`src/pkg/i2cm_cfg.svh`:
```
/*
  Register offsets, field positions, mode codes and fixed values of the
  two-wire port. Assumes inclusion by the design file that uses them.
*/
`ifndef I2CM_CFG_SVH
`define I2CM_CFG_SVH
`define I2CM_OFF_CTRL1 8'h00
`define I2CM_OFF_CTRL2 8'h04
`define I2CM_OFF_STAT 8'h08
`define I2CM_OFF_BUF 8'h0C
`define I2CM_OFF_ADDR 8'h10
`define I2CM_OFF_EVT 8'h14
`define I2CM_C1_WRITE_COLLISION_FLAG 7
`define I2CM_C1_EN 5
`define I2CM_C1_CRB 4
`define I2CM_C2_GCE 7
`define I2CM_C2_ACKDT 5
`define I2CM_C2_ACKEN 4
`define I2CM_C2_RCEN 3
`define I2CM_C2_PEN 2
`define I2CM_C2_RSEN 1
`define I2CM_C2_SEN 0
`define I2CM_EVT_IRQ 0
`define I2CM_MODE_S7 4'h6
`define I2CM_MODE_S10 4'h7
`define I2CM_MODE_MASTER 4'h8
`define I2CM_CRB_RST 1'b1
`define I2CM_LINES_IDLE 6'h3F
`define I2CM_PHASE_START 2'h0
`define I2CM_GC_ADDR 8'h00
`define I2CM_TEN_PREFIX 5'h1E
`define I2CM_TX_BITS 4'h9
`define I2CM_RX_BITS 4'h8
`define I2CM_ACK_BITS 4'h1
`define I2CM_LAST_BIT 4'h1
`define I2CM_BIT8 4'h7
`define I2CM_ACK_SLOT 4'h8
`define I2CM_BIT9 4'h9
`define I2CM_RESP_OKAY 2'h0
`define I2CM_RESP_SLVERR 2'h2
`endif

```
`src/pkg/i2cm_pkg.sv`:
```
/*
  Types of the two-wire port: state encodings and the packed state record.
  Assumes the numeric constants come from i2cm_cfg.svh.
*/
package i2cm_pkg;
  typedef enum logic [3:0] {
    M_IDLE = 4'h0, M_ST1 = 4'h1, M_ST2 = 4'h3, M_LOW = 4'h2, M_HIGH = 4'h6,
    M_SP1 = 4'h7, M_SP2 = 4'h5, M_SP3 = 4'h4, M_RS1 = 4'hC, M_RS2 = 4'hD,
    M_RS3 = 4'hF
  } i2cm_mst_t;
  typedef enum logic [1:0] {S_IDLE = 2'h0, S_ADDR = 2'h1, S_DATA = 2'h3} i2cm_slv_t;
  typedef enum logic [1:0] {K_TX = 2'h0, K_RX = 2'h1, K_ACK = 2'h3} i2cm_kind_t;
  typedef struct packed {
    logic en;
    logic crb;
    logic write_collision_flag;
    logic [3:0] mode;
    logic gce;
    logic ack_received_status;
    logic ackdt;
    logic acken;
    logic rcen;
    logic stop_request_bit;
    logic rsen;
    logic start_request_bit;
    logic start_seen;
    logic stop_seen;
    logic ua;
    logic bf;
    logic irq;
    logic [7:0] xbuf;
    logic [7:0] addr;
    logic [7:0] rate_counter;
    logic brg_run;
    logic [1:0] phase;
    logic scl_m;
    logic scl_s;
    logic scl_d;
    logic sda_m;
    logic sda_s;
    logic sda_d;
    i2cm_mst_t mst;
    i2cm_kind_t kind;
    logic [3:0] mbits;
    logic [7:0] mshift;
    logic m_scl_low;
    logic m_sda_low;
    i2cm_slv_t slv;
    logic [3:0] sbits;
    logic [7:0] sshift;
    logic s_match;
    logic s_gc;
    logic s_ack;
    logic s_second;
    logic s_hold;
    logic aw_v;
    logic [7:0] aw_a;
    logic w_v;
    logic [31:0] w_d;
    logic [3:0] w_s;
    logic bvalid;
    logic [1:0] bresp;
    logic rvalid;
    logic [31:0] rdata;
    logic [1:0] rresp;
  } i2cm_state_t;
endpackage : i2cm_pkg

```
`src/rtl/i2cm_top.sv`:
```
/*
  Two-wire serial port: target-side address match with general call and
  clock hold, controller sequencer, rate counter with clock arbitration,
  and an AXI4-Lite register slave.
  Assumes scl/sda are open-drain wires resolved outside from the enables,
  and a 125 MHz clock standing in for the oscillator.
*/
// Functional notes
// - hold clock only after line already low
// - release clock on release bit plus bus
// - general call is zero byte, needs enable
// - shift eight bits, compare own and general
// - general call fills buffer, flags, interrupt
// - ten-bit match sets update flag
// - ten-bit general call skips update flag
// - controller mode drives clock and data
// - clear start/stop flags on reset, disable
// - busy buffer write discarded, collision flag
// - interrupt on every completed controller operation, none on start abort
// - address byte plus direction bit
// - transmit byte, sample acknowledge, interrupt
// - receive byte then acknowledge sent
// - start and stop requests, stop interrupts
// - rate counter reloads, starts on buffer write
// - count down on second and fourth phases
// - operation end stops counter, clock holds
// - counter pauses until clock sampled high
`timescale 1ns/1ps
`include "i2cm_cfg.svh"
module i2cm_top (
  input wire logic clock,
  input wire logic reset_n,
  input wire logic s_axi_awvalid,
  output logic s_axi_awready,
  input wire logic [7:0] s_axi_awaddr,
  input wire logic s_axi_wvalid,
  output logic s_axi_wready,
  input wire logic [31:0] s_axi_wdata,
  input wire logic [3:0] s_axi_wstrb,
  output logic s_axi_bvalid,
  input wire logic s_axi_bready,
  output logic [1:0] s_axi_bresp,
  input wire logic s_axi_arvalid,
  output logic s_axi_arready,
  input wire logic [7:0] s_axi_araddr,
  output logic s_axi_rvalid,
  input wire logic s_axi_rready,
  output logic [31:0] s_axi_rdata,
  output logic [1:0] s_axi_rresp,
  input wire logic scl_in,
  output logic scl_out,
  output logic scl_oe_n,
  input wire logic sda_in,
  output logic sda_out,
  output logic sda_oe_n
);
  import i2cm_pkg::*;

  i2cm_state_t s;
  i2cm_state_t n;
  logic tick;
  logic done;
  logic reload;
  logic master;
  logic slave;
  logic wr_go;
  logic wr_buf_busy;
  logic gc_hit;
  logic own_hit;
  logic scl_rise;
  logic scl_fall;
  logic start_det;
  logic stop_det;
  logic [7:0] nsh;
  logic [7:0] wd;
  logic [7:0] rd;

  assign s_axi_awready = !s.aw_v && !s.bvalid;
  assign s_axi_wready = !s.w_v && !s.bvalid;
  assign s_axi_bvalid = s.bvalid;
  assign s_axi_bresp = s.bresp;
  assign s_axi_arready = !s.rvalid;
  assign s_axi_rvalid = s.rvalid;
  assign s_axi_rdata = s.rdata;
  assign s_axi_rresp = s.rresp;
  // lines are only ever pulled low or released
  assign scl_out = 1'b0;
  assign sda_out = 1'b0;
  assign scl_oe_n = !((master && s.m_scl_low) || s.s_hold);
  assign sda_oe_n = !((master && s.m_sda_low) || s.s_ack);

  always_comb
  begin
    n = s;
    reload = 1'b0;
    gc_hit = 1'b0;
    own_hit = 1'b0;
    wr_buf_busy = 1'b0;
    rd = 8'h00;
    wd = s.w_d[7:0];
    tick = s.phase[0];
    done = s.brg_run && tick && (s.rate_counter == 8'h00);
    master = s.en && (s.mode == `I2CM_MODE_MASTER);
    slave = s.en && ((s.mode == `I2CM_MODE_S7) || (s.mode == `I2CM_MODE_S10));
    scl_rise = s.scl_s && !s.scl_d;
    scl_fall = !s.scl_s && s.scl_d;
    start_det = s.scl_s && s.scl_d && s.sda_d && !s.sda_s;
    stop_det = s.scl_s && s.scl_d && !s.sda_d && s.sda_s;
    nsh = {s.sshift[6:0], s.sda_s};
    wr_go = s.aw_v && s.w_v;
    n.scl_m = scl_in;
    n.scl_s = s.scl_m;
    n.scl_d = s.scl_s;
    n.sda_m = sda_in;
    n.sda_s = s.sda_m;
    n.sda_d = s.sda_s;
    // Q1..Q4 phases; counter steps on Q2 and Q4
    n.phase = s.phase + 2'h1;
    if (s.brg_run && tick && (s.rate_counter != 8'h00))
      n.rate_counter = s.rate_counter - 8'h01;
    if (done)
      n.brg_run = 1'b0;
    // register bus
    if (s_axi_awvalid && s_axi_awready)
    begin
      n.aw_v = 1'b1;
      n.aw_a = s_axi_awaddr;
    end
    if (s_axi_wvalid && s_axi_wready)
    begin
      n.w_v = 1'b1;
      n.w_d = s_axi_wdata;
      n.w_s = s_axi_wstrb;
    end
    if (s.bvalid && s_axi_bready)
      n.bvalid = 1'b0;
    if (s.rvalid && s_axi_rready)
      n.rvalid = 1'b0;
    if (wr_go)
    begin
      n.aw_v = 1'b0;
      n.w_v = 1'b0;
      n.bvalid = 1'b1;
      n.bresp = `I2CM_RESP_OKAY;
      case (s.aw_a)
        `I2CM_OFF_CTRL1:
        if (s.w_s[0])
        begin
          n.write_collision_flag = s.write_collision_flag && wd[`I2CM_C1_WRITE_COLLISION_FLAG];
          n.en = wd[`I2CM_C1_EN];
          n.crb = wd[`I2CM_C1_CRB];
          n.mode = wd[3:0];
        end
        `I2CM_OFF_CTRL2:
        if (s.w_s[0])
        begin
          n.gce = wd[`I2CM_C2_GCE];
          n.ackdt = wd[`I2CM_C2_ACKDT];
          // no queueing: request bits ignored while an operation runs
          if (s.mst == M_IDLE && !(s.start_request_bit || s.rsen || s.stop_request_bit || s.rcen || s.acken))
          begin
            n.acken = wd[`I2CM_C2_ACKEN];
            n.rcen = wd[`I2CM_C2_RCEN];
            n.stop_request_bit = wd[`I2CM_C2_PEN];
            n.rsen = wd[`I2CM_C2_RSEN];
            n.start_request_bit = wd[`I2CM_C2_SEN];
          end
        end
        `I2CM_OFF_STAT:
          n.bresp = `I2CM_RESP_OKAY;
        `I2CM_OFF_BUF:
        if (s.w_s[0])
        begin
          if (master && (s.mst != M_IDLE || s.start_request_bit || s.rsen || s.stop_request_bit || s.rcen || s.acken))
          begin
            wr_buf_busy = 1'b1;
            n.write_collision_flag = 1'b1;
          end
          else
          begin
            n.xbuf = wd;
            if (master)
            begin
              n.bf = 1'b1;
              n.mshift = wd;
              n.kind = K_TX;
              n.mbits = `I2CM_TX_BITS;
              n.m_scl_low = 1'b1;
              n.m_sda_low = !wd[7];
              n.mst = M_LOW;
              reload = 1'b1;
            end
          end
        end
        `I2CM_OFF_ADDR:
        if (s.w_s[0])
        begin
          n.addr = wd;
          n.ua = 1'b0;
        end
        `I2CM_OFF_EVT:
        if (s.w_s[0])
          n.irq = s.irq && wd[`I2CM_EVT_IRQ];
        default:
          n.bresp = `I2CM_RESP_SLVERR;
      endcase
    end
    if (s_axi_arvalid && !s.rvalid)
    begin
      n.rvalid = 1'b1;
      n.rresp = `I2CM_RESP_OKAY;
      case (s_axi_araddr)
        `I2CM_OFF_CTRL1: rd = {s.write_collision_flag, 1'b0, s.en, s.crb, s.mode};
        `I2CM_OFF_CTRL2: rd = {s.gce, s.ack_received_status, s.ackdt, s.acken, s.rcen, s.stop_request_bit, s.rsen, s.start_request_bit};
        `I2CM_OFF_STAT: rd = {3'h0, s.stop_seen, s.start_seen, 1'b0, s.ua, s.bf};
        `I2CM_OFF_BUF:
        begin
          rd = s.xbuf;
          n.bf = 1'b0;
        end
        `I2CM_OFF_ADDR: rd = s.addr;
        `I2CM_OFF_EVT: rd = {7'h00, s.irq};
        default: n.rresp = `I2CM_RESP_SLVERR;
      endcase
      n.rdata = {24'h000000, rd};
    end
    // bus condition flags
    if (s.en && start_det)
    begin
      n.start_seen = 1'b1;
      n.stop_seen = 1'b0;
    end
    if (s.en && stop_det)
    begin
      n.stop_seen = 1'b1;
      n.start_seen = 1'b0;
    end
    // controller sequencer
    if (master)
    begin
      case (s.mst)
        M_IDLE:
        if (s.start_request_bit)
        begin
          if (s.scl_s && s.sda_s)
          begin
            reload = 1'b1;
            n.mst = M_ST1;
          end
          else
            n.start_request_bit = 1'b0;
        end
        else if (s.rsen)
        begin
          n.m_scl_low = 1'b1;
          n.m_sda_low = 1'b0;
          reload = 1'b1;
          n.mst = M_RS1;
        end
        else if (s.stop_request_bit)
        begin
          n.m_scl_low = 1'b1;
          n.m_sda_low = 1'b1;
          reload = 1'b1;
          n.mst = M_SP1;
        end
        else if (s.rcen || s.acken)
        begin
          n.kind = s.rcen ? K_RX : K_ACK;
          n.mbits = s.rcen ? `I2CM_RX_BITS : `I2CM_ACK_BITS;
          n.m_scl_low = 1'b1;
          n.m_sda_low = s.rcen ? 1'b0 : !s.ackdt;
          reload = 1'b1;
          n.mst = M_LOW;
        end
        M_ST1:
        if (done)
        begin
          if (s.scl_s && s.sda_s)
          begin
            n.m_sda_low = 1'b1;
            reload = 1'b1;
            n.mst = M_ST2;
          end
          else
          begin
            n.start_request_bit = 1'b0;
            n.mst = M_IDLE;
          end
        end
        M_ST2:
        if (done)
        begin
          n.start_request_bit = 1'b0;
          n.irq = 1'b1;
          n.mst = M_IDLE;
        end
        M_LOW:
        if (done)
        begin
          n.m_scl_low = 1'b0;
          n.mst = M_HIGH;
        end
        M_HIGH:
        if (!s.brg_run)
        begin
          if (s.scl_s)
            reload = 1'b1;
        end
        else if (done)
        begin
          n.m_scl_low = 1'b1;
          n.mbits = s.mbits - 4'h1;
          if (s.kind == K_TX && s.mbits == `I2CM_LAST_BIT)
            n.ack_received_status = s.sda_s;
          if (s.kind == K_TX)
            n.mshift = {s.mshift[6:0], 1'b0};
          if (s.kind == K_RX)
            n.mshift = {s.mshift[6:0], s.sda_s};
          if (s.kind == K_TX && s.mbits == 4'h2)
            n.bf = 1'b0;
          if (s.mbits == `I2CM_LAST_BIT)
          begin
            n.irq = 1'b1;
            n.mst = M_IDLE;
            n.acken = 1'b0;
            if (s.kind == K_TX)
              n.m_sda_low = 1'b0;
            if (s.kind == K_RX)
            begin
              n.xbuf = {s.mshift[6:0], s.sda_s};
              n.bf = 1'b1;
              n.rcen = 1'b0;
            end
          end
          else
          begin
            n.m_sda_low = (s.kind == K_TX) && (s.mbits != 4'h2) && !s.mshift[6];
            reload = 1'b1;
            n.mst = M_LOW;
          end
        end
        M_SP1:
        if (done)
        begin
          n.m_scl_low = 1'b0;
          n.mst = M_SP2;
        end
        M_SP2:
        if (!s.brg_run)
        begin
          if (s.scl_s)
            reload = 1'b1;
        end
        else if (done)
        begin
          n.m_sda_low = 1'b0;
          reload = 1'b1;
          n.mst = M_SP3;
        end
        M_SP3:
        if (done)
        begin
          n.stop_request_bit = 1'b0;
          n.irq = 1'b1;
          n.mst = M_IDLE;
        end
        M_RS1:
        if (done)
        begin
          if (s.sda_s)
          begin
            n.m_scl_low = 1'b0;
            n.mst = M_RS2;
          end
          else
          begin
            n.rsen = 1'b0;
            n.mst = M_IDLE;
          end
        end
        M_RS2:
        if (!s.brg_run)
        begin
          if (s.scl_s)
            reload = 1'b1;
        end
        else if (done)
        begin
          n.m_sda_low = 1'b1;
          reload = 1'b1;
          n.mst = M_RS3;
        end
        M_RS3:
        if (done)
        begin
          n.rsen = 1'b0;
          n.irq = 1'b1;
          n.mst = M_IDLE;
        end
        default: n.mst = M_IDLE;
      endcase
    end
    // target side
    if (slave)
    begin
      if (start_det)
      begin
        n.slv = S_ADDR;
        n.sbits = 4'h0;
        n.s_second = 1'b0;
        n.s_ack = 1'b0;
      end
      else if (stop_det)
      begin
        n.slv = S_IDLE;
        n.s_ack = 1'b0;
      end
      else if (s.slv != S_IDLE)
      begin
        if (scl_rise && s.sbits < `I2CM_ACK_SLOT)
        begin
          n.sshift = nsh;
          n.sbits = s.sbits + 4'h1;
        end
        if (scl_rise && s.sbits == `I2CM_ACK_SLOT)
          n.sbits = `I2CM_BIT9;
        if (scl_rise && s.sbits == `I2CM_BIT8)
        begin
          if (s.slv == S_ADDR)
          begin
            gc_hit = s.gce && (nsh == `I2CM_GC_ADDR);
            if (s.mode == `I2CM_MODE_S7)
              own_hit = nsh[7:1] == s.addr[7:1];
            else if (!s.s_second)
              own_hit = (nsh[7:3] == `I2CM_TEN_PREFIX) && (nsh[2:1] == s.addr[2:1]);
            else
              own_hit = !s.ua && (nsh == s.addr);
            n.s_match = gc_hit || own_hit;
            n.s_gc = gc_hit;
            if (gc_hit || own_hit)
            begin
              n.xbuf = nsh;
              n.bf = 1'b1;
            end
            if (own_hit && !gc_hit && s.mode == `I2CM_MODE_S10)
              n.ua = 1'b1;
          end
          else
          begin
            n.s_match = !s.bf;
            if (!s.bf)
            begin
              n.xbuf = nsh;
              n.bf = 1'b1;
            end
          end
        end
        if (scl_fall && s.sbits == `I2CM_ACK_SLOT && s.s_match)
          n.s_ack = 1'b1;
        if (scl_fall && s.sbits == `I2CM_BIT9)
        begin
          n.s_ack = 1'b0;
          n.sbits = 4'h0;
          if (s.s_match)
            n.irq = 1'b1;
          if (!s.s_match)
            n.slv = S_IDLE;
          else if (s.slv == S_DATA)
            n.crb = s.bf ? 1'b0 : s.crb;
          else if (s.mode == `I2CM_MODE_S10 && !s.s_gc && !s.s_second)
            n.s_second = 1'b1;
          else
            n.slv = S_DATA;
        end
      end
    end
    // clock hold waits for the line to be low already
    n.s_hold = slave && !s.crb && (s.s_hold || !s.scl_s);
    if (reload)
    begin
      n.rate_counter = s.addr;
      n.brg_run = 1'b1;
      // every count starts on the same phase, so each half period is whole
      n.phase = `I2CM_PHASE_START;
    end
    if (!n.en)
    begin
      n.start_seen = 1'b0;
      n.stop_seen = 1'b0;
      n.mst = M_IDLE;
      n.slv = S_IDLE;
      n.m_scl_low = 1'b0;
      n.m_sda_low = 1'b0;
      n.s_ack = 1'b0;
      n.brg_run = 1'b0;
      {n.start_request_bit, n.rsen, n.stop_request_bit, n.rcen, n.acken} = 5'h00;
    end
  end

  always_ff @(posedge clock)
  begin
    if (!reset_n)
    begin
      s <= '0;
      s.crb <= `I2CM_CRB_RST;
      // released lines read high, so no false edge after reset
      {s.scl_m, s.scl_s, s.scl_d, s.sda_m, s.sda_s, s.sda_d} <= `I2CM_LINES_IDLE;
    end
    else
      s <= n;
  end

  property p_hold_low;
    @(posedge clock) disable iff (!reset_n) $rose(s.s_hold) |-> !$past(s.scl_s);
  endproperty
  a_hold_low: assert property (p_hold_low) else $error("clock hold began on high line");

  property p_hold_keep;
    @(posedge clock) disable iff (!reset_n) s.s_hold && !s.crb && slave |=> s.s_hold;
  endproperty
  a_hold_keep: assert property (p_hold_keep) else $error("clock hold dropped early");

  property p_gc_enable;
    @(posedge clock) disable iff (!reset_n)
      slave && s.slv == S_ADDR && scl_rise && s.sbits == `I2CM_BIT8 && !s.gce
      && nsh == `I2CM_GC_ADDR && s.addr[7:1] != 7'h00 |=> !s.s_match;
  endproperty
  a_gc_enable: assert property (p_gc_enable) else $error("general call without enable");

  property p_gc_buffer;
    @(posedge clock) disable iff (!reset_n) gc_hit |=> s.bf && s.xbuf == `I2CM_GC_ADDR && s.s_match;
  endproperty
  a_gc_buffer: assert property (p_gc_buffer) else $error("general call not buffered");

  property p_gc_no_ua;
    @(posedge clock) disable iff (!reset_n) gc_hit && !s.ua |=> !s.ua;
  endproperty
  a_gc_no_ua: assert property (p_gc_no_ua) else $error("general call set update flag");

  property p_flags_off;
    @(posedge clock) disable iff (!reset_n) !s.en |=> !s.start_seen && !s.stop_seen;
  endproperty
  a_flags_off: assert property (p_flags_off) else $error("bus flags kept while disabled");

  property p_write_collision_flag;
    @(posedge clock) disable iff (!reset_n) wr_buf_busy |=> s.write_collision_flag && s.xbuf == $past(s.xbuf);
  endproperty
  a_write_collision_flag: assert property (p_write_collision_flag) else $error("busy buffer write not refused");

  property p_brg_step;
    @(posedge clock) disable iff (!reset_n)
      s.brg_run && tick && s.rate_counter != 8'h00 |=> s.rate_counter == $past(s.rate_counter) - 8'h01 ##1 s.rate_counter == $past(s.rate_counter);
  endproperty
  a_brg_step: assert property (p_brg_step) else $error("rate counter step wrong");

  property p_pause;
    @(posedge clock) disable iff (!reset_n)
      master && s.mst == M_HIGH && !s.brg_run && !s.scl_s |=> !s.brg_run;
  endproperty
  a_pause: assert property (p_pause) else $error("counter ran while clock held low");

  property p_op_end;
    @(posedge clock) disable iff (!reset_n)
      master && s.mst == M_HIGH && done && s.mbits == `I2CM_LAST_BIT
      |=> s.irq && !s.brg_run && s.mst == M_IDLE && !scl_oe_n;
  endproperty
  a_op_end: assert property (p_op_end) else $error("operation end not held");
endmodule : i2cm_top

```
`config.mk`:
```
export PLATFORM = sky130hd
export DESIGN_NAME = i2cm_top
export DESIGN_NICKNAME = d
export VERILOG_FILES = /design/src/pkg/i2cm_pkg.sv /design/src/rtl/i2cm_top.sv
export VERILOG_INCLUDE_DIRS = /design/src /design/src/pkg
export SDC_FILE = /design/constraint.sdc
export NUM_CORES = 1
export LEC_CHECK = 0
export ABC_AREA = 0
export BUFFER_PORTS_ARGS = -buffer_cell sky130_fd_sc_hd__buf_2
export CAP_MARGIN = 20
export CORE_ASPECT_RATIO = 1.4
export CORE_MARGIN = 10
export CORE_UTILIZATION = 52
export DETAILED_ROUTE_END_ITERATION = 16
export GPL_TIMING_DRIVEN = 0
export PLACE_DENSITY = 0.77
export SLEW_MARGIN = 10
export SYNTH_ARGS = -nofsm -noshare
export SYNTH_HDL_FRONTEND = slang
export SYNTH_SLANG_ARGS = --single-unit
```
`constraint.sdc`:
```
create_clock -name clock -period 1.9 [get_ports clock]
set_input_delay 0.19 -clock clock [delete_from_list [all_inputs] [get_ports clock]]
set_output_delay 0.19 -clock clock [all_outputs]
set_load 0.01 [all_outputs]
```
# After elaboration in Yosys (flattened, before gate mapping)

Index checks and enable logic that the tools add are counted.

Input port bits: 61
Logic and storage cells: 434
Bits in registers: 125
Output and inout port bits: 45

Add/sub/neg operators: 4
Reduce and logical (&&, ||, !) cells: 126
Magnitude comparators: 1
Muxes and demuxes: 201
Bitwise gates (word level): 4
Eq/ne operators: 46

Operator list:

| cell               | count |
|---|---|
| $mux 8             | 16 |
| $mux 20            | 6 |
| $mux 1             | 94 |
| $mux 4             | 19 |
| $mux 12            | 5 |
| $mux 11            | 5 |
| $mux 10            | 5 |
| $logic_and 1x1->1  | 48 |
| $pmux 8 s6         | 1 |
| $mux 2             | 23 |
| $mux 14            | 3 |
| $pmux 4 s9         | 1 |
| $mux 35            | 1 |
| $eq 8x4->1 const B | 4 |
| $eq 8x5->1 const B | 4 |
| $logic_not 8->1    | 4 |
| $mux 6             | 5 |
| $eq 4x3->1 const B | 7 |
| $mux 5             | 5 |
| $reduce_and 5->1   | 5 |
| $eq 4x4->1 const B | 6 |
| $reduce_bool 2->1  | 11 |
| $logic_not 1->1    | 20 |
| $mux 19            | 1 |
| other kinds (43)   | 83 |

# Logic depth before layout (Yosys ltp)

Gate-level depths: netlist of the first run.

Depth in word-level cells: 27
Gate-level depth with buffers: 10
Depth with buffers taken out: 8

# Worst setup path after synthesis of the first run

No wires, ideal clock.

Path type: flip-flop to flip-flop
Start point: register s[119] (netlist bit)
End point: register s[148] (netlist bit)
Path slack: -0.157 ns
Cell stages (with the launch flop): 8
Clock period less this slack: 2.057 ns
Path buffers: 1
Arrival: 1.938 ns
Data required time: 1.781 ns
Setup time: 0.119 ns
Path through: dfxtp_1 -> or4_4 -> nor4_4 -> o21a_1 -> buf_4 -> mux2_2 -> nand2_1 -> mux2i_1

Word-level cells in the longest chain between the ends: 24
Elaborated cells on any way between the ends: 26
Those cells by class: eq/ne (1); mux (18); reduce/logical (7)

RTL lines:

| what                             | RTL line                         | RTL |
|---|---|---|
| from (decl)                      | i2cm_top.sv:59                   | `i2cm_state_t s;` |
| from (signal assigned)           | i2cm_top.sv:511                  | `s <= n;` |
| $reduce_bool 4->1                | i2cm_top.sv:174                  | `if (master && (s.mst != M_IDLE \|\| s.start_request_bit \|\| s.rsen \|\| s.stop_request_bit \|\| s.rcen \|\| s.acken))` |
| $logic_or 1x1->1 (5 in series)   | i2cm_top.sv:174                  |  |
| $logic_and 1x1->1                | i2cm_top.sv:174                  |  |
| $mux 8                           | i2cm_top.sv:174                  |  |
| $mux 8                           | i2cm_top.sv:172                  | `if (s.w_s[0])` |
| $mux 8                           | i2cm_top.sv:145                  | `case (s.aw_a)` |
| $mux 19                          | i2cm_top.sv:139                  | `if (wr_go)` |
| $mux 8                           | i2cm_top.sv:329                  | `if (s.kind == K_RX)` |
| [4 not listed]                   | -                                |  |
| $mux 10 *                        | i2cm_top.sv:239                  | `if (master)` |
| $mux 8, on equally long branches | i2cm_top.sv:452, i2cm_top.sv:441 |  |
| $mux 8                           | i2cm_top.sv:430                  | `if (s.slv == S_ADDR)` |
| $mux 8                           | i2cm_top.sv:428                  | `` if (scl_rise && s.sbits == `I2CM_BIT8) `` |
| $mux 11                          | i2cm_top.sv:419                  | `else if (s.slv != S_IDLE)` |
| $mux 11                          | i2cm_top.sv:414                  | `else if (stop_det)` |
| $mux 11                          | i2cm_top.sv:407                  | `if (start_det)` |
| $mux 11 *                        | i2cm_top.sv:405                  | `if (slave)` |

Every way passes the cells marked *; elsewhere a longest branch is shown, timed or not.
A chain may end at the register's enable or synchronous reset.

# Final worst setup path of the first run

Start point: register s[122] (netlist bit)
End point: register s[151] (netlist bit)

Same word-level chain as after synthesis.

==> results.ini, run 1 <==
[yosys]
yosys-top-cells-area=sky130_fd_sc_hd__dfxtp_1 35%, sky130_fd_sc_hd__nand2_1 6.1%, sky130_fd_sc_hd__a21oi_1 4.9%
yosys.cell_types.count=73
yosys.cell_count.top_type=sky130_fd_sc_hd__dfxtp_1
synth.yosys.seq_area_share_pct=35.3
synth_commonest_cells=120 x sky130_fd_sc_hd__dfxtp_1, 110 x sky130_fd_sc_hd__nand2_1, 75 x sky130_fd_sc_hd__nor2_1, 66 x sky130_fd_sc_hd__a21oi_1, 40 x sky130_fd_sc_hd__buf_4
postSynth.topFlopCell=sky130_fd_sc_hd__dfxtp_1
yosysTopAreaCellShare_pct=35.3
ys_seq_elements=120
yosys.area_share.simple_pct=26.0
synth_compound_gate_area_share_pct=20.8
synth_top_family_by_area=simple AND/OR/NAND/NOR gates
post_synth_instance_area_mm2=0.00680
synth.avg_cell_area_um2=7.96
postSynth.asyncResetShare_pct=0
biggest_area_consumer_among_synthesized_cells=sky130_fd_sc_hd__dfxtp_1
yosys_warnings=0
number_of_enable_flip_flop_cells_after_synthesis=0
synth_xor_xnor_area_share_pct=1.80
multiplexer_share_of_the_synthesized_area_pct=5.96
share_of_synthesized_cell_area_in_full_adder_half_adder_and_majority_cells_pct=1.29
synth_cells=855

[route]
remaining_drc_errors=0
tritonroute_pass_1_iters=6
vias=7737
vias_per_cell=6.46
post_drt_wl_per_cell_um=22.6
drtAntennaViolNets=0
wirelength_mm=27.0
detailedRoute.firstIterationViolations=866

[floorplanning]
top_level_ports=106
die_area_mm2=0.0181
num_rows=49
floorplan.initialDensity_pct=53.1
dieHeight_um=155
die-width_um=117
core_mm2=0.0128

[worst_hold_path]
worstHoldPathCells=3
worst_hold_check_path_type=in -> reg

[worst_setup_path]
timing.setup.critical_path_class=reg -> reg
endpoint_arrival_time_on_the_critical_path_ps=2540
rr_worst_depth=7
worst_setup_path_start_kind=register
crit_path_max_fanout=8
required_time_worst_endpoint_ps=2190
worstSetupEndpointType=register

[power]
p_per_area_mw_per_mm2=658
net-switching-power_mw=1.55
leakage_nw=3.73
share_clk_of_total_power_pct=52.5
seq_power_share_pct=41.2
comb_power_share_pct=6.2
vdd_ir_drop_max_v=0.000687
power_report.internal_total_mw=4.78
netSwitchingFraction_pct=24.5

[sta]
max-slew-margin-rel_pct=40.1
grt_setup_unrepaired=yes
tightest_slew_ps=899
maxClockFrequency_ghz=0.444
timing.final.crit_share_pct=119
finalWorstPathRequiredPeriod_ps=2250
setup_viol_count_final=53
final_max_slew_viol_count=0
number_of_endpoints_with_negative_hold_slack_in_the_final_report=0
worst_slack_ps=-353
skew_ps=13.0

[grt]
globalRouteMet2Util_pct=42.0
number_of_global_route_vias_before_repair=7048
gr-usage-met3_pct=5.58
grt_max_degree=17
grt_pass1_wl_mm=36.5
globalRouteMet1Util_pct=27.5
antenna_violations_before_repair=0
grtUsageTotal_pct=25.7
grt_overflow_total=0
grt-busiest-layer=met2

[final_layout]
final_layout_size_suffix_gt1_share_pct=37.4
final_nets=1099
antennaDiodeCount=0
stdcell_count=1197
final_core_utilization_pct=75.2
area_growth_pct=41.6

[outcome]
violations_in_the_final_reports=setup timing
run_status=finished with violations

[place]
gp_routability_congestion=0.984
place.detailed.hpwl_mm=15.6
place_inst=1082
port-buffer-count=47

[clock_network]
htreeDepth=4
cts.root.buffer_cell=sky130_fd_sc_hd__clkbuf_16
cts_tree=yes
clkLatencyLatePin_ps=420
tritoncts.num_buffers=17
num_clock_sinks=120
cts.clk_slew.worst_paths_ps=60
max-clock-path-buffers=2

[job]
drv_cap=0

## registers in the layout (all words and copies together) (netlist names)
name / flops
s: 97
s_axi_rdata: 8
nsh: 7
n: 4
s_axi_bresp: 1
s_axi_bvalid: 1
s_axi_rresp: 1
s_axi_rvalid: 1
## metrics by stage
step | setup WS, ps | hold WS [ps] | TNS (ps) | power (mW) | instance area (um^2)
after global placement | -675 | 372 | -20520 | 3.00 | 7390
after detailed placement | -695 | 375 | -21960 | 3.01 | 7390
final | -353 | 5.06 | -8960 | 6.33 | 9630
after CTS | -264 | 1.41 | -5040 | 6.26 | 8770
after global routing | -364 | 11.6 | -10810 | 6.48 | 9630
after floorplan | -140 | 289 | -519 | 2.88 | 6970
## worst paths after layout
path	startpoint	to	slack (ps)
hold reg to reg	n[124]	n[123]	410
hold / removal	s_axi_awaddr[5]	s[80]	5
setup / recovery	s[122]	s[151]	-350
setup reg to reg	s[122]	s[151]	-350
## critical path, stage by stage (launching register included)
cell	delay [ps]
sky130_fd_sc_hd__dfxtp_4	360
sky130_fd_sc_hd__buf_12	140
sky130_fd_sc_hd__nor3b_4	320
sky130_fd_sc_hd__and3_4	270
sky130_fd_sc_hd__nand3b_1	180
sky130_fd_sc_hd__or3_4	460
sky130_fd_sc_hd__o211ai_1	260
sky130_fd_sc_hd__o22ai_1	130
## power groups by stage
stage / Combinational, mW / Clock, mW / Sequential (mW)
after floorplan: 0.242 / 0 / 2.64
after global placement: 0.338 / 0 / 2.66
after detailed placement: 0.341 / 0 / 2.66
after CTS: 0.360 / 3.30 / 2.60
after global routing: 0.434 / 3.43 / 2.61
final: 0.395 / 3.33 / 2.61
## cell usage in the layout (no fill, tap or decap), types with 6 or more instances in the layout
cell type                   Yosys  routed
sky130_fd_sc_hd__dfxtp_4        0       8
sky130_fd_sc_hd__nand2_1      110     106
sky130_fd_sc_hd__buf_4         40     110
sky130_fd_sc_hd__nor3b_1       11       6
sky130_fd_sc_hd__a21oi_1       66      49
sky130_fd_sc_hd__dfxtp_1      120     100
sky130_fd_sc_hd__o21ai_0       31      28
sky130_fd_sc_hd__o22ai_1       11      10
sky130_fd_sc_hd__nand3_1       20      18
sky130_fd_sc_hd__xnor2_1       12      12
sky130_fd_sc_hd__a211oi_2       0      13
sky130_fd_sc_hd__clkbuf_16      0      18
sky130_fd_sc_hd__clkbuf_1      33      22
sky130_fd_sc_hd__nor2b_1       14      11
sky130_fd_sc_hd__dfxtp_2        0      12
sky130_fd_sc_hd__a22oi_1       18      15
sky130_fd_sc_hd__buf_6          1      23
sky130_fd_sc_hd__conb_1         1      28
sky130_fd_sc_hd__nor3_1        23      11
sky130_fd_sc_hd__mux2i_1       30      28
sky130_fd_sc_hd__nor2_1        75      66
sky130_fd_sc_hd__and2_1        11      10
sky130_fd_sc_hd__inv_1         23      19
sky130_fd_sc_hd__nand2b_1      12      11
sky130_fd_sc_hd__a21oi_2        0      15
sky130_fd_sc_hd__nand4b_1       6       6
sky130_fd_sc_hd__a211oi_1      25      11
sky130_fd_sc_hd__nor3_2         1       8
sky130_fd_sc_hd__a31oi_1        9       7
sky130_fd_sc_hd__o211ai_1      12      12
sky130_fd_sc_hd__nor4_4         2       7
sky130_fd_sc_hd__buf_2         14      51
sky130_fd_sc_hd__mux2_2         8       6
## layout make-up
type	count	area, um^2
Multi-Input combinational cell	649	4700
Fill cell	836	3180
Sequential cell	120	2450
Timing Repair Buffer	138	1020
Buffer	82	587
Clock buffer	18	429
Tap cell	153	191
Clock inverter	14	175
Inverter	23	86.3
## kinds of logic after synthesis
family	Yosys count
simple gates	343
compound gates	217
flops	120
buf+inv	114
mux	39
xor+xnor	14
fa+ha+maj	7
other cells	1
## per-layer routing
metal,wire [um],vias up
met1,9220,3583
met3,2610,190
li1,-,3363
met2,12800,601
met4,2390,0
met5,0,-
## timing repair
action / CTS / global route
setup endpoints to repair: 65 / 70
hold endpoints to repair: 3 / 0
buffers inserted: 44 / 45
gates cloned: 1 / 1
hold buffers: 3 / 0
pin swaps: 35 / 52
gates resized for setup: 106 / 138
(Power assumes the default switching activity.)
==> run 2: changes to the inputs <==
==> constraint.sdc (replaced) <==
create_clock -name clock -period 1.9 [get_ports clock]
set_input_delay 0.19 -clock clock [delete_from_list [all_inputs] [get_ports clock]]
set_output_delay 0.19 -clock clock [all_outputs]
set_load 0.005 [all_outputs]
==> run 2 against run 1 <==
Against the previous run: design area shrank 2.4%; worst hold slack got worse by 2.1 ps; critical endpoint is now s[113]; the run still ends with setup timing left; first-iteration DRC count decreased by 2.7%; final cell count is 0.84% lower; clock power about the same; clock skew down 6.6 ps; worst setup slack better by 58 ps; die area unchanged; sequential cell count did not move; maximum frequency increased by 2.6%; non-clock buffer count down 10; global-route usage down 0.079 points.
==> results.ini, run 2 (synthesis results as in run 1) <==
[final_layout]
most-common-layout-cells=107 x sky130_fd_sc_hd__nand2_1, 105 x sky130_fd_sc_hd__buf_4, 99 x sky130_fd_sc_hd__dfxtp_1
registers.top_by_ff_count=s
largest_register_ff_count=97  ; unchanged
nFillCells=888  ; +6.2%
design_area_mm2=0.00940  ; -2.4%
antennaDiodeCount=0  ; unchanged
stdcell_count=1187  ; -0.84%
area_growth_pct=38.2
final_layout_size_suffix_gt1_share_pct=34.7  ; -2.6 points
mostFrequentLayoutCell=sky130_fd_sc_hd__nand2_1
final_nets=1089  ; -0.91%
final_core_utilization_pct=73.4  ; -1.8 points

[route]
wl_met2_mm=12.2  ; -4.7%
detail_route.wirelength.met1_mm=8.99  ; -2.4%
remaining_drc_errors=0  ; unchanged
top_layer_used=met4
detailedRoute.firstIterationViolations=843  ; -2.7%
tritonroute_pass_1_iters=7  ; +1
vias=7532  ; -2.6%
routed-wl-met3_mm=2.26  ; -14%
vias_per_cell=6.35  ; -1.8%
wirelength_mm=25.8  ; -4.7%
drtAntennaViolNets=0  ; unchanged
post_drt_wl_per_cell_um=21.7  ; -3.9%

[worst_setup_path]
timing.critical_path.slowest_cell_delay_ps=580  ; +120 ps
family_with_the_most_delay_on_the_worst_path=simple AND/OR/NAND/NOR gates
rr_worst_depth=9  ; +2
crit_path_cell_trace=or4_4 > nor4_4 > buf_4 > nand3_4 > buf_8 > buf_4 > a21oi_4 > a41oi_2 > o31ai_1
critical-path-slowest-cell=sky130_fd_sc_hd__or4_4
worst_setup_path_start_kind=register
reg2reg_slack_ps=-300  ; +60 ps
crit-reg2reg-capture=s[113]
crit_path_frequent_cell=sky130_fd_sc_hd__buf_4
endpoint_arrival_time_on_the_critical_path_ps=2510  ; -30 ps
worstSetupEndpointType=register
worst-path-buf-inv=3  ; +2
crit_path_max_fanout=4  ; -4
timing.setup.critical_path_class=reg -> reg
required_time_worst_endpoint_ps=2220  ; +30 ps
worst_flop_to_flop_path_startpoint=s[121]
startpoint=s[121]

[clock_network]
clkLatencyLatePin_ps=420  ; about the same
max-clock-path-buffers=2  ; unchanged
htreeDepth=4  ; unchanged
cts.root.buffer_cell=sky130_fd_sc_hd__clkbuf_16
num_clock_sinks=120  ; unchanged
tritoncts.num_buffers=17  ; unchanged
cts.clk_slew.worst_paths_ps=60  ; about the same
cts_tree=yes

[floorplanning]
num_rows=49  ; unchanged
dieHeight_um=155  ; unchanged
die-width_um=117  ; unchanged
top_level_ports=106  ; unchanged
floorplan.initialDensity_pct=53.1  ; unchanged
core_mm2=0.0128  ; unchanged
die_area_mm2=0.0181  ; unchanged

[outcome]
violations_in_the_final_reports=setup timing
run_status=finished with violations

[worst_hold_path]
endpoint_worst_hold=s[82]
worstHoldPathCells=3  ; unchanged
worst_hold_check_path_type=in -> reg
min-delay-start=s_axi_awaddr[7]

[power]
p_per_area_mw_per_mm2=668  ; +1.6%
report.power.total_mw=6.28  ; -0.84%
leakage_nw=3.65  ; -2.1%
vdd_ir_drop_max_v=0.000623  ; -9.4%

[job]
drv_cap=0  ; unchanged

[sta]
number_of_endpoints_with_negative_hold_slack_in_the_final_report=0  ; unchanged
worst_slack_ps=-295  ; +58.0 ps
fin_worst_hold_slack_ps=2.95  ; -2.11 ps
timing.final.crit_share_pct=116  ; -3.1 points
setup_viol_count_final=48  ; -9.4%
grt_setup_unrepaired=yes
maxClockFrequency_ghz=0.456  ; +2.6%
finalWorstPathRequiredPeriod_ps=2200  ; -58.0 ps
max-slew-margin-rel_pct=37.9  ; -2.2 points
skew_ps=6.48  ; -6.56 ps
tightest_slew_ps=932  ; +33.7 ps
final_max_slew_viol_count=0  ; unchanged
setup_total_negative_slack_ps=-7130  ; +1830 ps

[place]
place_inst=1082  ; unchanged
gp_routability_congestion=0.984  ; unchanged
placed_cell_area_mm2=0.00739  ; unchanged
place.detailed.hpwl_mm=15.6  ; unchanged
port-buffer-count=47  ; unchanged
dpl_worst_slack_ps=-695  ; unchanged

[grt]
number_of_global_route_vias_before_repair=7006  ; -0.60%
grtUsageTotal_pct=25.6  ; -0.079 points
grt_pass1_wl_mm=36.4  ; -0.40%
antenna_violations_before_repair=0  ; unchanged
grt_max_degree=17  ; unchanged
grt_overflow_total=0  ; unchanged

==> run 2: changes by cell type in the layout (fill, tap and decap cells not counted), sizes merged <==
cell / change
buf: -12
clkbuf: +2
==> run 2: what timing repair did <==
action,in CTS,in global routing
hold endpoints to repair,3,0
setup endpoints to repair,65,66
hold buffers,3,0
pin swaps,35,44
gates cloned,1,1
resized for setup,106,107
buffers inserted,43,36
==> run 2: worst max path at each step <==
stage              to  cells past startpoint
3_3_place_gp   s[135]                      6
6_report       s[113]                      9
2_1_floorplan  s[148]                      7
5_1_grt        s[105]                      8
3_5_place_dp   s[136]                      6
4_1_cts        s[105]                      7
==> run 2: area by class of cell <==
type	count	area (um^2)	area share (%)
buffer	82	573	6.10
multi-input combinational	649	4570	48.7
sequential	120	2450	26.1
clock buffer	18	429	4.57
inverter	23	86.3	0.918
timing repair buffer	128	920	9.78
tap	153	191	2.04
clock inverter	14	175	1.86
==> run 2: worst min-delay path: stages <==
cell                      delay, ps
sky130_fd_sc_hd__buf_2           90
sky130_fd_sc_hd__nand2_1         50
sky130_fd_sc_hd__a21oi_1         50
==> run 2: power breakdown <==
part | total, mW | switching [mW] | internal [mW]
sequential | 2.61 | 0.0620 | 2.55
clock | 3.30 | 1.23 | 2.07
combinational | 0.371 | 0.210 | 0.161
==> run 2: routing by layer <==
metal | GRT usage (%) | vias up
met1 | 27.1 | 3455
met5 | 0 | -
met3 | 6.08 | 214
li1 | - | 3347
met2 | 42.0 | 516
met4 | 20.8 | 0
